[src/rtl/mbi_pkg.sv]
// shared constants and types for the muxed host bus interface
package mbi_pkg;

  // ==========================================================
  // bus widths and register bank
  localparam int unsigned ADDR_W      = 8;
  localparam int unsigned DATA_W      = 8;
  localparam int unsigned REG_COUNT   = 16;
  localparam int unsigned REG_IDX_W   = 4;
  localparam int unsigned INT_BANKS   = 2;

  // ==========================================================
  // register offsets
  localparam logic [7:0] OFS_COMMAND_CONTROL = 8'h03;
  localparam logic [7:0] OFS_INT_FIRST       = 8'h08;
  localparam logic [7:0] OFS_INT_LAST        = 8'h0b;
  localparam logic [7:0] OFS_INT_STATUS0     = 8'h08;  // bank n status at +2n
  localparam logic [7:0] OFS_INT_ENABLE0     = 8'h09;  // bank n enable at +2n
  localparam logic [7:0] OFS_REG_LAST        = 8'h0f;

  // ==========================================================
  // fields and reset values
  localparam int unsigned CMD_SOFT_RESET_BIT = 0;
  localparam logic [7:0]  RST_REG_VALUE      = 8'h00;
  localparam logic [7:0]  UNMAPPED_READ      = 8'h00;

  // ==========================================================
  // timing
  localparam int unsigned CLK_FREQ_KHZ       = 20000;
  localparam int unsigned STABLE_CYCLES      = 8;
  localparam int unsigned INT_RELEASE_NS     = 20;
  localparam int unsigned INT_RELEASE_RAW    = (INT_RELEASE_NS * CLK_FREQ_KHZ) / 1000000;
  localparam int unsigned INT_RELEASE_CYCLES = (INT_RELEASE_RAW < 1) ? 1 : INT_RELEASE_RAW;
  localparam logic [3:0]  STABLE_LAST        = 4'(STABLE_CYCLES - 1);
  localparam logic [3:0]  INT_RELEASE_LOAD   = 4'(INT_RELEASE_CYCLES);

  // ==========================================================
  // state types
  typedef enum logic [1:0] {
    ACC_IDLE        = 2'b00,
    ACC_READ        = 2'b01,
    ACC_WRITE       = 2'b10
  } mbi_acc_state_type;

  typedef enum logic [1:0] {
    RST_HOLD        = 2'b00,
    RST_COUNT       = 2'b01,
    RST_SYNC        = 2'b10,
    RST_RUN         = 2'b11
  } mbi_rst_state_type;

endpackage

[src/rtl/mbi_access_decode.sv]
// address latch and access type decode for the host port
`timescale 1ns/100ps
module mbi_access_decode
  import mbi_pkg::*;
(
  // clock and reset
  input  wire logic              sys_clk_i,
  input  wire logic              core_rst_i,
  // host pins
  input  wire logic [DATA_W-1:0] ad_i,
  input  wire logic              ale_i,
  input  wire logic              sel_i,
  input  wire logic              rd_n_i,
  input  wire logic              wr_i,
  // decoded access
  output logic [ADDR_W-1:0]      addr_o,
  output logic                   rd_act_o,
  output logic                   acc_start_o,
  output logic                   wr_commit_o,
  output logic [DATA_W-1:0]      wr_data_o
);

  logic              ale_q_ff;
  logic [ADDR_W-1:0] addr_ff;
  logic [DATA_W-1:0] wr_data_ff;
  mbi_acc_state_type state_ff;
  mbi_acc_state_type nxt_state;
  logic              is_rd;
  logic              is_wr;

  // access type table; select low or both strobes high does nothing
  assign is_rd = sel_i & ~rd_n_i & wr_i;
  assign is_wr = sel_i & ~wr_i;

  // address taken on the falling edge of the latch strobe
  always_ff @(posedge sys_clk_i) begin
    if (core_rst_i) begin
      ale_q_ff <= 1'b0;
      addr_ff  <= '0;
    end else begin
      ale_q_ff <= ale_i;
      if (ale_q_ff && !ale_i) begin
        addr_ff <= ad_i;
      end
    end
  end

  // access state
  always_comb begin
    case (1'b1)
      is_rd:   nxt_state = ACC_READ;
      is_wr:   nxt_state = ACC_WRITE;
      default: nxt_state = ACC_IDLE;
    endcase
  end

  always_ff @(posedge sys_clk_i) begin
    if (core_rst_i) begin
      state_ff   <= ACC_IDLE;
      wr_data_ff <= '0;
    end else begin
      state_ff <= nxt_state;
      if (is_wr) begin
        wr_data_ff <= ad_i;  // last data seen before the closing edge
      end
    end
  end

  // write lands when the command or E strobe closes
  assign wr_commit_o = (state_ff == ACC_WRITE) && (nxt_state != ACC_WRITE);
  assign acc_start_o = (state_ff == ACC_IDLE) && (nxt_state != ACC_IDLE);
  assign rd_act_o    = is_rd;
  assign addr_o      = addr_ff;
  assign wr_data_o   = wr_data_ff;

endmodule // mbi_access_decode

[src/rtl/mbi_host_port.sv]
// multiplexed host port with register bank, interrupt pin and reset
`timescale 1ns/100ps
// Notes on behaviour
// Register address is taken from the shared lines when the latch strobe falls.
// Select high, read low, write low is an E-qualified write; read high is split write.
// Select high, read low, write high reads; select low or both high is idle.
// Eight shared lines carry the address first, then the data.
// Select is active high; nothing happens while it is low.
// A lone device in split-strobe mode may have select tied high.
// E-strobe mode ties read low and never ties E high.
// Host switches protocol only while select/E is low.
// Host sets address, raises latch strobe, lowers it, holds the address.
// Host then drives data or floats lines and lowers the command.
// Host ends access by returning select and command; select may stay high.
// An external decoder raises E only while the processor's E is high.
// Timing refers to command edges in split mode, to E edges otherwise.
// One active-low open-drain interrupt pin, events chosen by enable registers.
// Any access to 0x08..0x0B briefly releases the interrupt pin.
// Clearing one interrupt with another pending gives a write-strobe long high pulse; the code gives an INT_RELEASE_LOAD pulse, one clock cycle.
// Global reset comes from the reset pin or the command reset bit at 0x03.
// Both reset sources are ored into one internal reset, asserted at once.
// Internal reset enables the oscillator and waits eight periods before release.
// Release is clocked, so without a clock reset never ends.
// Buffered clock output runs only while not in reset.
// Registers appear to the host as plain memory locations.
// Release passes a two-stage chain after the eight-cycle count.
module mbi_host_port
  import mbi_pkg::*;
(
  // clock and reset
  input  wire logic                  sys_clk_i,
  input  wire logic                  sys_rst_i,
  // multiplexed address and data lines
  input  wire logic [DATA_W-1:0]     addr_data_line_i,
  output logic [DATA_W-1:0]          addr_data_line_o,
  output logic                       addr_data_line_oe_o,
  // host strobes
  input  wire logic                  ale_i,
  input  wire logic                  sel_i,
  input  wire logic                  rd_n_i,
  input  wire logic                  wr_i,
  // open-drain interrupt pin
  output logic                       irq_n_o,
  output logic                       irq_n_oe_o,
  // events from the line controller, one bank per status register
  input  wire logic [DATA_W-1:0]     event_i [INT_BANKS],
  // clock out and core reset
  output logic                       buffered_clock_out_o,
  output logic                       buffered_clock_out_en_o,
  output logic                       osc_enable_o,
  output logic                       core_rst_o,
  // command register contents
  output logic [DATA_W-1:0]          command_control_o
);

  // ==========================================================
  // reset
  logic              core_rst;
  logic              soft_global_reset_ff;

  mbi_reset_gen u_reset (
    .sys_clk_i    (sys_clk_i),
    .sys_rst_i    (sys_rst_i),
    .soft_reset_i (soft_global_reset_ff),
    .core_rst_o   (core_rst),
    .osc_enable_o (osc_enable_o)
  );

  assign core_rst_o = core_rst;

  // ==========================================================
  // host access decode
  logic [ADDR_W-1:0] addr;
  logic              rd_act;
  logic              acc_start;
  logic              wr_commit;
  logic [DATA_W-1:0] wr_data;

  mbi_access_decode u_decode (
    .sys_clk_i   (sys_clk_i),
    .core_rst_i  (core_rst),
    .ad_i        (addr_data_line_i),
    .ale_i       (ale_i),
    .sel_i       (sel_i),
    .rd_n_i      (rd_n_i),
    .wr_i        (wr_i),
    .addr_o      (addr),
    .rd_act_o    (rd_act),
    .acc_start_o (acc_start),
    .wr_commit_o (wr_commit),
    .wr_data_o   (wr_data)
  );

  logic in_bank;
  logic in_int_range;
  logic [REG_IDX_W-1:0] idx;

  // address range checks
  assign in_bank      = (addr <= OFS_REG_LAST);
  assign in_int_range = (addr >= OFS_INT_FIRST) && (addr <= OFS_INT_LAST);
  assign idx          = addr[REG_IDX_W-1:0];

  // ==========================================================
  // general register bank
  logic [DATA_W-1:0] regs_ff [REG_COUNT];
  logic [DATA_W-1:0] int_status [INT_BANKS];
  logic [DATA_W-1:0] int_enable [INT_BANKS];
  logic [INT_BANKS-1:0] bank_pend;
  logic [INT_BANKS-1:0] bank_clear_hit;

  // plain memory locations; interrupt status entries are held below
  genvar gi;
  generate
    for (gi = 0; gi < REG_COUNT; gi++) begin : g_reg
      always_ff @(posedge sys_clk_i) begin
        if (core_rst) begin
          regs_ff[gi] <= RST_REG_VALUE;
        end else if (wr_commit && in_bank && (idx == REG_IDX_W'(gi))) begin
          regs_ff[gi] <= wr_data;
        end
      end
    end
  endgenerate

  // software reset bit pulses the combined reset
  always_ff @(posedge sys_clk_i) begin
    if (core_rst) begin
      soft_global_reset_ff <= 1'b0;
    end else if (wr_commit && (addr == OFS_COMMAND_CONTROL)) begin
      soft_global_reset_ff <= wr_data[CMD_SOFT_RESET_BIT];
    end
  end

  assign command_control_o = regs_ff[OFS_COMMAND_CONTROL[REG_IDX_W-1:0]];

  // ==========================================================
  // interrupt status and enable banks
  generate
    for (gi = 0; gi < INT_BANKS; gi++) begin : g_int
      localparam logic [7:0] STAT_OFS = OFS_INT_STATUS0 + 8'(2 * gi);
      localparam logic [7:0] EN_OFS   = OFS_INT_ENABLE0 + 8'(2 * gi);
      logic [DATA_W-1:0] status_ff;
      logic [DATA_W-1:0] clr;
      logic              clr_hit;

      // write one to clear
      assign clr     = (wr_commit && (addr == STAT_OFS)) ? wr_data : '0;
      assign clr_hit = |(clr & status_ff);

      // new events win over a clear in the same cycle
      always_ff @(posedge sys_clk_i) begin
        if (core_rst) begin
          status_ff <= RST_REG_VALUE;
        end else begin
          status_ff <= (status_ff & ~clr) | event_i[gi];
        end
      end

      assign int_status[gi]     = status_ff;
      assign int_enable[gi]     = regs_ff[EN_OFS[REG_IDX_W-1:0]];
      assign bank_pend[gi]      = |(status_ff & regs_ff[EN_OFS[REG_IDX_W-1:0]]);
      assign bank_clear_hit[gi] = clr_hit;
    end
  endgenerate

  // ==========================================================
  // interrupt pin drive
  logic [3:0] release_cnt_ff;
  logic       irq_oe_ff;
  logic       pend_after_clear;
  logic       any_pend;
  logic       start_release;

  assign any_pend = |bank_pend;

  // something stays pending after a clear takes effect
  always_comb begin
    pend_after_clear = 1'b0;
    for (int b = 0; b < INT_BANKS; b++) begin
      if (|(int_status[b] & int_enable[b] & ~((wr_commit && (addr == OFS_INT_STATUS0 + 8'(2 * b))) ?
                                              wr_data : 8'h00))) begin
        pend_after_clear = 1'b1;
      end
    end
  end

  // release on any interrupt register access or a clear with others left
  assign start_release = (acc_start && in_int_range) ||
                         ((|bank_clear_hit) && pend_after_clear);

  always_ff @(posedge sys_clk_i) begin
    if (core_rst) begin
      release_cnt_ff <= 4'h0;
    end else if (start_release) begin
      release_cnt_ff <= INT_RELEASE_LOAD;
    end else if (release_cnt_ff != 4'h0) begin
      release_cnt_ff <= release_cnt_ff - 4'h1;
    end
  end

  // pull low only while pending and not in a release pulse
  always_ff @(posedge sys_clk_i) begin
    if (core_rst) begin
      irq_oe_ff <= 1'b0;
    end else begin
      irq_oe_ff <= any_pend && !start_release && (release_cnt_ff <= 4'h1);
    end
  end

  assign irq_n_o    = 1'b0;         // open drain only ever pulls low
  assign irq_n_oe_o = irq_oe_ff;

  // ==========================================================
  // read path
  logic [DATA_W-1:0] rd_data_ff;
  logic [DATA_W-1:0] rd_mux;

  // status entries show live state, others show stored bytes
  always_comb begin
    rd_mux = UNMAPPED_READ;
    if (in_bank) begin
      rd_mux = regs_ff[idx];
      for (int b = 0; b < INT_BANKS; b++) begin
        if (addr == OFS_INT_STATUS0 + 8'(2 * b)) begin
          rd_mux = int_status[b];
        end
      end
    end
  end

  always_ff @(posedge sys_clk_i) begin
    if (core_rst) begin
      rd_data_ff <= '0;
    end else begin
      rd_data_ff <= rd_mux;
    end
  end

  assign addr_data_line_o    = rd_data_ff;
  assign addr_data_line_oe_o = rd_act && !core_rst;

  // ==========================================================
  // buffered clock out, stopped in reset
  logic buffered_clock_out_run;

  // follows the internal reset directly, so the clock
  // starts in the very cycle that reset ends and a
  // registered enable cannot lag one cycle behind it
  assign buffered_clock_out_run = !core_rst;

  assign buffered_clock_out_en_o = buffered_clock_out_run;
  assign buffered_clock_out_o    = sys_clk_i && buffered_clock_out_run;

endmodule // mbi_host_port

[src/rtl/mbi_reset_gen.sv]
// combined reset, stability wait and synchronous release
`timescale 1ns/100ps
module mbi_reset_gen
  import mbi_pkg::*;
(
  // clock and reset sources
  input  wire logic sys_clk_i,
  input  wire logic sys_rst_i,
  input  wire logic soft_reset_i,
  // reset results
  output logic      core_rst_o,
  output logic      osc_enable_o
);

  logic              req;
  logic [3:0]        cnt_ff;
  logic [1:0]        sync_ff;
  mbi_rst_state_type state_ff;

  // pin and command bit are ored into one request
  assign req = sys_rst_i | soft_reset_i;

  // hold, count eight periods, then release through two stages
  always_ff @(posedge sys_clk_i) begin
    if (req) begin
      state_ff <= RST_HOLD;
      cnt_ff   <= 4'h0;
      sync_ff  <= 2'b11;
    end else begin
      case (state_ff)
        RST_HOLD: begin
          state_ff <= RST_COUNT;
        end
        RST_COUNT: begin
          cnt_ff <= cnt_ff + 4'h1;
          if (cnt_ff == STABLE_LAST) begin
            state_ff <= RST_SYNC;
          end
        end
        RST_SYNC: begin
          sync_ff <= {sync_ff[0], 1'b0};
          if (sync_ff == 2'b10) begin
            state_ff <= RST_RUN;
          end
        end
        RST_RUN: begin
          sync_ff <= 2'b00;
        end
        default: begin
          state_ff <= RST_HOLD;
        end
      endcase
    end
  end

  // assertion is immediate, release only on a clock edge
  assign core_rst_o   = req | (state_ff != RST_RUN);
  assign osc_enable_o = 1'b1;

endmodule // mbi_reset_gen
[config.mk]
export PLATFORM = sky130hd
export DESIGN_NAME = mbi_host_port
export DESIGN_NICKNAME = d
export VERILOG_FILES = /design/src/rtl/mbi_pkg.sv /design/src/rtl/mbi_access_decode.sv /design/src/rtl/mbi_host_port.sv /design/src/rtl/mbi_reset_gen.sv
export SDC_FILE = /design/constraint.sdc
export NUM_CORES = 1
export LEC_CHECK = 0
export BUFFER_PORTS_ARGS = -buffer_cell sky130_fd_sc_hd__buf_4
export CAP_MARGIN = 20
export CORE_ASPECT_RATIO = 0.75
export CORE_MARGIN = 2
export CORE_UTILIZATION = 40
export CTS_BUF_LIST = sky130_fd_sc_hd__clkbuf_8 sky130_fd_sc_hd__clkbuf_16
export DETAILED_ROUTE_END_ITERATION = 10
export PLACE_DENSITY = 0.64
export SLEW_MARGIN = 20
export SYNTH_ARGS = -nofsm -noshare
export SYNTH_HDL_FRONTEND = slang
export SYNTH_SLANG_ARGS = --single-unit
[constraint.sdc]
create_clock -name sys_clk_i -period 3.5 [get_ports sys_clk_i]
set_input_delay 0.525 -clock sys_clk_i [delete_from_list [all_inputs] [get_ports sys_clk_i]]
set_output_delay 0.525 -clock sys_clk_i [all_outputs]
set_load 0.02 [all_outputs]
==> results of run 1 <==
flip-flops by register name, summed over array words and instances, names as in the netlist, named ones only:
signal                flops
addr_data_line_o          8
g_int.status_ff          16
irq_n_oe_o                1
regs_ff                 128
release_cnt_ff            4
soft_global_reset_ff      1
u_decode.addr_o           8
u_decode.ale_q_ff         1
u_decode.state_ff         2
u_decode.wr_data_o        8
u_reset.cnt_ff            4
u_reset.state_ff          2
u_reset.sync_ff           2
worst paths after layout:
check | start | to | slack, ps | cells after the start
worst min-delay path | rd_n_i | u_decode.state_ff[0]$_SDFF_PN0_ | 160 | 2
worst min register to register | u_decode.addr_o[4]$_SDFFE_PN0P_ | u_decode.addr_o[4]$_SDFFE_PN0P_ | 450 | 2
worst max register to register | u_decode.addr_o[1]$_SDFFE_PN0P_ | release_cnt_ff[1]$_SDFFE_PP0P_ | 500 | 7
worst max-delay path | u_decode.addr_o[1]$_SDFFE_PN0P_ | release_cnt_ff[1]$_SDFFE_PP0P_ | 500 | 7
routing by layer:
metal  GRT usage, %  vias to the layer above  wire, µm
met4           6.93                        2       300
met5              0                        -         9
met3           5.74                       28      1970
met1           29.5                     2922     10500
li1               -                     2697         -
met2           30.0                      258      9820
through the flow:
step                utilization (%)  area (µm²)  worst slack, ps
CTS                            47.6       10000              548
global placement               44.4        9390              606
finish                         47.6       10000              499
global route                   47.6       10000              344
detailed placement             44.4        9390              537
floorplan                         -        8610              791
power by group:
part	switching (µW)	total (µW)	internal (µW)
Combinational	268	468	200
Clock	875	2130	1250
Sequential	113	2710	2600
Total	1260	5300	4050
logic make-up after synthesis:
kind of cell | share of synthesized area, %
flops | 58.8
xor+xnor | 0.407
compound gates | 6.75
simple gates | 19.5
other cells | 0.0872
fa+ha+maj | 1.16
buf+inv | 2.56
mux | 10.7
cells in the mapped netlist, types with 6 or more instances:
library cell,count
nor3_1,22
a21oi_1,45
nand2_1,73
nor2_1,49
buf_1,8
a22oi_1,11
mux4_2,40
inv_1,6
clkbuf_1,38
nor2b_1,7
dfxtp_1,61
nand2b_1,9
and2_1,114
edfxtp_1,128
and3_1,18
ha_1,8
a31oi_1,7
o21ai_0,28
area by class of cell:
type / instances / area share (%)
clock buffers: 24 / 5.47
clock inverters: 12 / 1.18
inverters: 6 / 0.224
multi-input cells: 474 / 33.1
flip-flops and latches: 189 / 50.4
well taps: 288 / 3.59
repair buffers: 80 / 5.98
==> summary.txt, run 1 <==
Status
  – Status: completed

Floorplan
  – Die span in x: 173 µm
  – Die height: 131 µm
  – Io pins: 53
  – Site Rows: 46
  – Core area: 21,100 µm²
  – Starting Density: 40.8%
  – Die area: 22,700 µm²

Power and ir drop
  – Cell area power density: 528 nW/µm²
  – Worst ir drop on vdd: 344 µV
  – Power Total: 5300 µW
  – Leakage power: 0.00389 µW

GRT
  – Initial antenna violation count: 1
  – GRT Util Overall: 20.5%
  – Pin count of the biggest net entering global routing: 41
  – First-pass GRT wire length: 34.1 mm
  – Overflow left after global routing: 0
  – Vias in the first global route: 5,599

Worst setup path
  – CP max stage cell: dfxtp_1
  – Critical Path Fanout Max: 15
  – Buf/Inv on CP: 0
  – CP peak stage delay: 630 ps
  – Crit path launch type: flop
  – Cell family with most CP delay: simple AND/OR/NAND/NOR gates
  – Req. time, crit path: 3960 ps
  – Crit Path Class: reg2reg
  – CP Cell Sequence: nor2b_1 -> nor2b_1 -> a31oi_1 -> or4_1 -> a311oi_2 -> a31oi_1 -> a2111oi_2
  – Crit path DAT: 3460 ps
  – CP Capture Type: flop

Cells and area
  – Non-filler instance count after layout: 1,073
  – Nets@finish: 810
  – Most frequent cells in the layout: 128 x edfxtp_1, 114 x and2_1, 81 x buf_4
  – Fill count: 1,905
  – Share of layout cells above drive strength 1: 20.6%
  – Reg area: 5070 µm²
  – Area Overhead vs Synth: 16.6%
  – Multi-input logic area: 3330 µm²
  – Ant. Diodes: 0
  – Most common cell after layout, fill and taps aside: edfxtp_1

Timing
  – Setup_tns: 0 ps
  – Worst Skew: 12.7 ps
  – Worst slew margin: 37.7%
  – Final Slew Violations: 0
  – Fin crit period: 3000 ps
  – Final setup fails: 0
  – Worst slew pin tran: 928 ps
  – Final hold viol count: 0
  – Fin Hold WS: 158 ps
  – Crit share post-route: 85.7%
  – Max Fclk: 0.333 GHz
  – RSZ-0062 raised after global routing: false

Routing
  – Routed WL per cell: 21.0 µm
  – DR iter-0 viols: 768
  – DRT antenna net count: 0
  – # DRC: 0
  – Overall routed net length: 22.6 mm
  – First-pass DRT Iterations: 5
  – Vias: 5,907
  – Average vias per placed instance: 5.51

CTS
  – # Post-CTS Setup Buffers: 0
  – Post-CTS sizing: 0
  – CTS tree: yes
  – Clock transition at the registers of the reported paths: 70 ps
  – Clk Latency, worst-skew pair: 560 ps
  – CTS Hold Bufs: 0

Logic synthesis
  – Synth Instances: 719
  – Synth Warn #: 0
  – Post-Synthesis Cell Area: 8610 µm²
  – Largest area contributor in the netlist: edfxtp_1
  – Top post-synthesis cells by area: edfxtp_1 45%, dfxtp_1 14%, mux4_2 10%, and2_1 8.3%, nand2_1 3.2%
  – Yosys top cell area share: 44.6%
  – Syn_area_per_cell: 12.0 µm²
  – Synthesized Nets: 757
  – Post-synth ARST share: 0%
  – Synth cell types: 43
  – Most common flop cell mapped by yosys: edfxtp_1
  – Number of flops mapped to enable cells by yosys: 128
  – FF+latch count, synth: 189
  – Post-synthesis sequential area ratio: 58.8%

Place
  – Post-DP HPWL: 15.8 mm
  – IO buf count: 50
  – Inst Count DP: 1,038
  – RD Place Congestion: 0.957

Run
  – Max-cap violations: 0

Min path
  – Hold crit path type: in2reg
(Power assumes the default switching activity.)
==> run 2: changes to the inputs <==
--- a/config.mk
+++ b/config.mk
@@ -12,6 +12,7 @@
 export CORE_UTILIZATION = 40
 export CTS_BUF_LIST = sky130_fd_sc_hd__clkbuf_8 sky130_fd_sc_hd__clkbuf_16
 export DETAILED_ROUTE_END_ITERATION = 10
+export GPL_TIMING_DRIVEN = 0
 export PLACE_DENSITY = 0.64
 export SLEW_MARGIN = 20
 export SYNTH_ARGS = -nofsm -noshare
==> constraint.sdc (replaced) <==
create_clock -name sys_clk_i -period 3.3 [get_ports sys_clk_i]
set_input_delay 0.495 -clock sys_clk_i [delete_from_list [all_inputs] [get_ports sys_clk_i]]
set_output_delay 0.495 -clock sys_clk_i [all_outputs]
set_load 0.02 [all_outputs]
==> run 2 against run 1 <==
Effect of this change: utilization hardly changed; non-clock buffer count rose by 21; via count increased by 3.2%; first-iteration DRC count is 11% higher; critical path depth down 1; die area is the same; highest routed layer is now met4.
==> summary.txt, run 2 (synthesis gave the netlist of run 1 again) <==
Worst setup path
  – Req. time, crit path: 3480 ps
  – Cell family with most CP delay: simple AND/OR/NAND/NOR gates
  – FF-to-FF path depth: 6
  – Crit path DAT: 3320 ps
  – CP Capture Type: flop
  – Buf/Inv on CP: 2
  – CP max stage cell: o21ai_1
  – CP most frequent cell: buf_2
  – Crit path launch type: flop
  – Crit Path Class: reg2reg
  – CP Cell Sequence: or4_1 -> buf_2 -> nor3_2 -> buf_2 -> nand3_1 -> o21ai_1
  – Critical Path Fanout Max: 10
  – Worst Setup SP: u_decode.addr_o[7]$_SDFFE_PN0P_
  – CP Depth: 6
  – Crit Reg-Reg Startpoint: u_decode.addr_o[7]$_SDFFE_PN0P_
  – CP peak stage delay: 850 ps

GRT
  – GRT met1 Usage: 32.0%
  – Grt met2 use: 31.3%
  – GRT Util Overall: 22.2%
  – Initial antenna violation count: 0
  – Grt peak-use layer: met1
  – First-pass GRT wire length: 36.2 mm
  – Met3 usage: 8.16%
  – Vias in the first global route: 5,816
  – Overflow left after global routing: 0
  – Pin count of the biggest net entering global routing: 17

Place
  – RD Place Congestion: 0.946
  – Post-DP HPWL: 17.1 mm
  – IO buf count: 50

Floorplan
  – Die height: 131 µm
  – Starting Density: 40.8%
  – Site Rows: 46
  – Die area: 22,700 µm²
  – Io pins: 53
  – Core area: 21,100 µm²
  – Die span in x: 173 µm

Timing
  – RSZ-0062 raised after global routing: false
  – Max Fclk: 0.318 GHz
  – Worst slew margin: 31.1%
  – Worst slew pin tran: 1030 ps
  – Final Slew Violations: 0
  – Final setup fails: 0
  – Fin crit period: 3140 ps
  – Worst Skew: 8.79 ps
  – Fin Hold WS: 119 ps
  – Crit share post-route: 95.2%
  – Final hold viol count: 0

CTS
  – Clk Latency, worst-skew pair: 560 ps
  – CTS tree: yes
  – Clock transition at the registers of the reported paths: 70 ps
  – CTS Hold Bufs: 0

Cells and area
  – Most frequent cells in the layout: 128 x edfxtp_1, 113 x and2_1, 73 x nand2_1
  – Area Overhead vs Synth: 16.5%
  – Multi-input logic area: 3340 µm²
  – Most common cell after layout, fill and taps aside: edfxtp_1
  – Share of layout cells above drive strength 1: 17.7%
  – Fill count: 1,949
  – Nets@finish: 831
  – Largest register FFs: 128
  – Top reg by flops: regs_ff
  – Biggest regs: regs_ff x128, g_int.status_ff x16
  – Reg area: 5060 µm²

Power and ir drop
  – Net Sw Power: 1370 µW
  – Sequential Power Share: 51.5%
  – Int Pwr: 4220 µW
  – Leakage power: 0.00384 µW
  – Sw Ratio: 24.5%
  – Worst ir drop on vdd: 408 µV
  – Cell area power density: 557 nW/µm²
  – Combinational share of power: 8.8%
  – Power Total: 5590 µW
  – Clock network fraction of design power: 39.7%

Min path
  – Worst hold stages: 2
  – Hold Startpoint: rd_n_i
  – Hold crit path type: in2reg

Run
  – Max-cap violations: 0

Routing
  – Routed WL per cell: 22.2 µm
  – Overall routed net length: 24.3 mm
  – Vias: 6,095
  – # DRC: 0
  – DRT antenna net count: 0
  – Average vias per placed instance: 5.57
  – First-pass DRT Iterations: 6
  – DR iter-0 viols: 853

Status
  – Status: completed
## run 2: area by class of cell
type                       instances  share of cell area, %
antenna                            1                 0.0249
buffer                            49                   1.99
clock buffer                      25                   5.95
clock inverter                    11                  0.648
inverter                           6                  0.224
multi-input combinational        474                   33.2
sequential                       189                   50.5
tap                              288                   3.59
timing repair buffer              52                   3.89
## run 2: power groups by stage
stage | combinational [µW] | clock, µW | sequential [µW]
floorplan | 304 | 2.43 | 2880
global placement | 482 | 4.02 | 2920
detailed placement | 491 | 4.02 | 2930
CTS | 492 | 2240 | 2880
global route | 537 | 2350 | 2900
finish | 493 | 2220 | 2880
## run 2: what timing repair did
item | in CTS | in global routing
setup buffers | 0 | 2
resized for setup | 0 | 8
hold endpoints to repair | 0 | 0
setup endpoints to repair | 0 | 13
## run 2: routing by layer
metal / part of all wire [%] / routed length, µm
met1: 44 / 10600
met2: 43 / 10400
met3: 12 / 2940
met4: 1.5 / 365
met5: 0 / 0
## run 2: final timing paths
path / slack [ps] / endpoint
worst min register to register: 460 / u_decode.addr_o[7]$_SDFFE_PN0P_
worst max-delay path: 160 / regs_ff[15][5]$_SDFFCE_PN0P_
worst max register to register: 160 / regs_ff[15][5]$_SDFFCE_PN0P_
worst min-delay path: 120 / u_decode.state_ff[0]$_SDFF_PN0_
## run 2: metrics by stage
stage	util [%]	cell area, µm²	setup TNS [ps]	setup slack (ps)	instances
6_report	47.5	10000	0	159	1095
5_1_grt	47.5	10000	0	23.5	1094
4_1_cts	47.4	10000	0	54.5	1093
3_5_place_dp	44.3	9360	0	37.3	1058
3_3_place_gp	44.3	9350	-8610	-199	1057
2_1_floorplan	-	8610	0	591	719
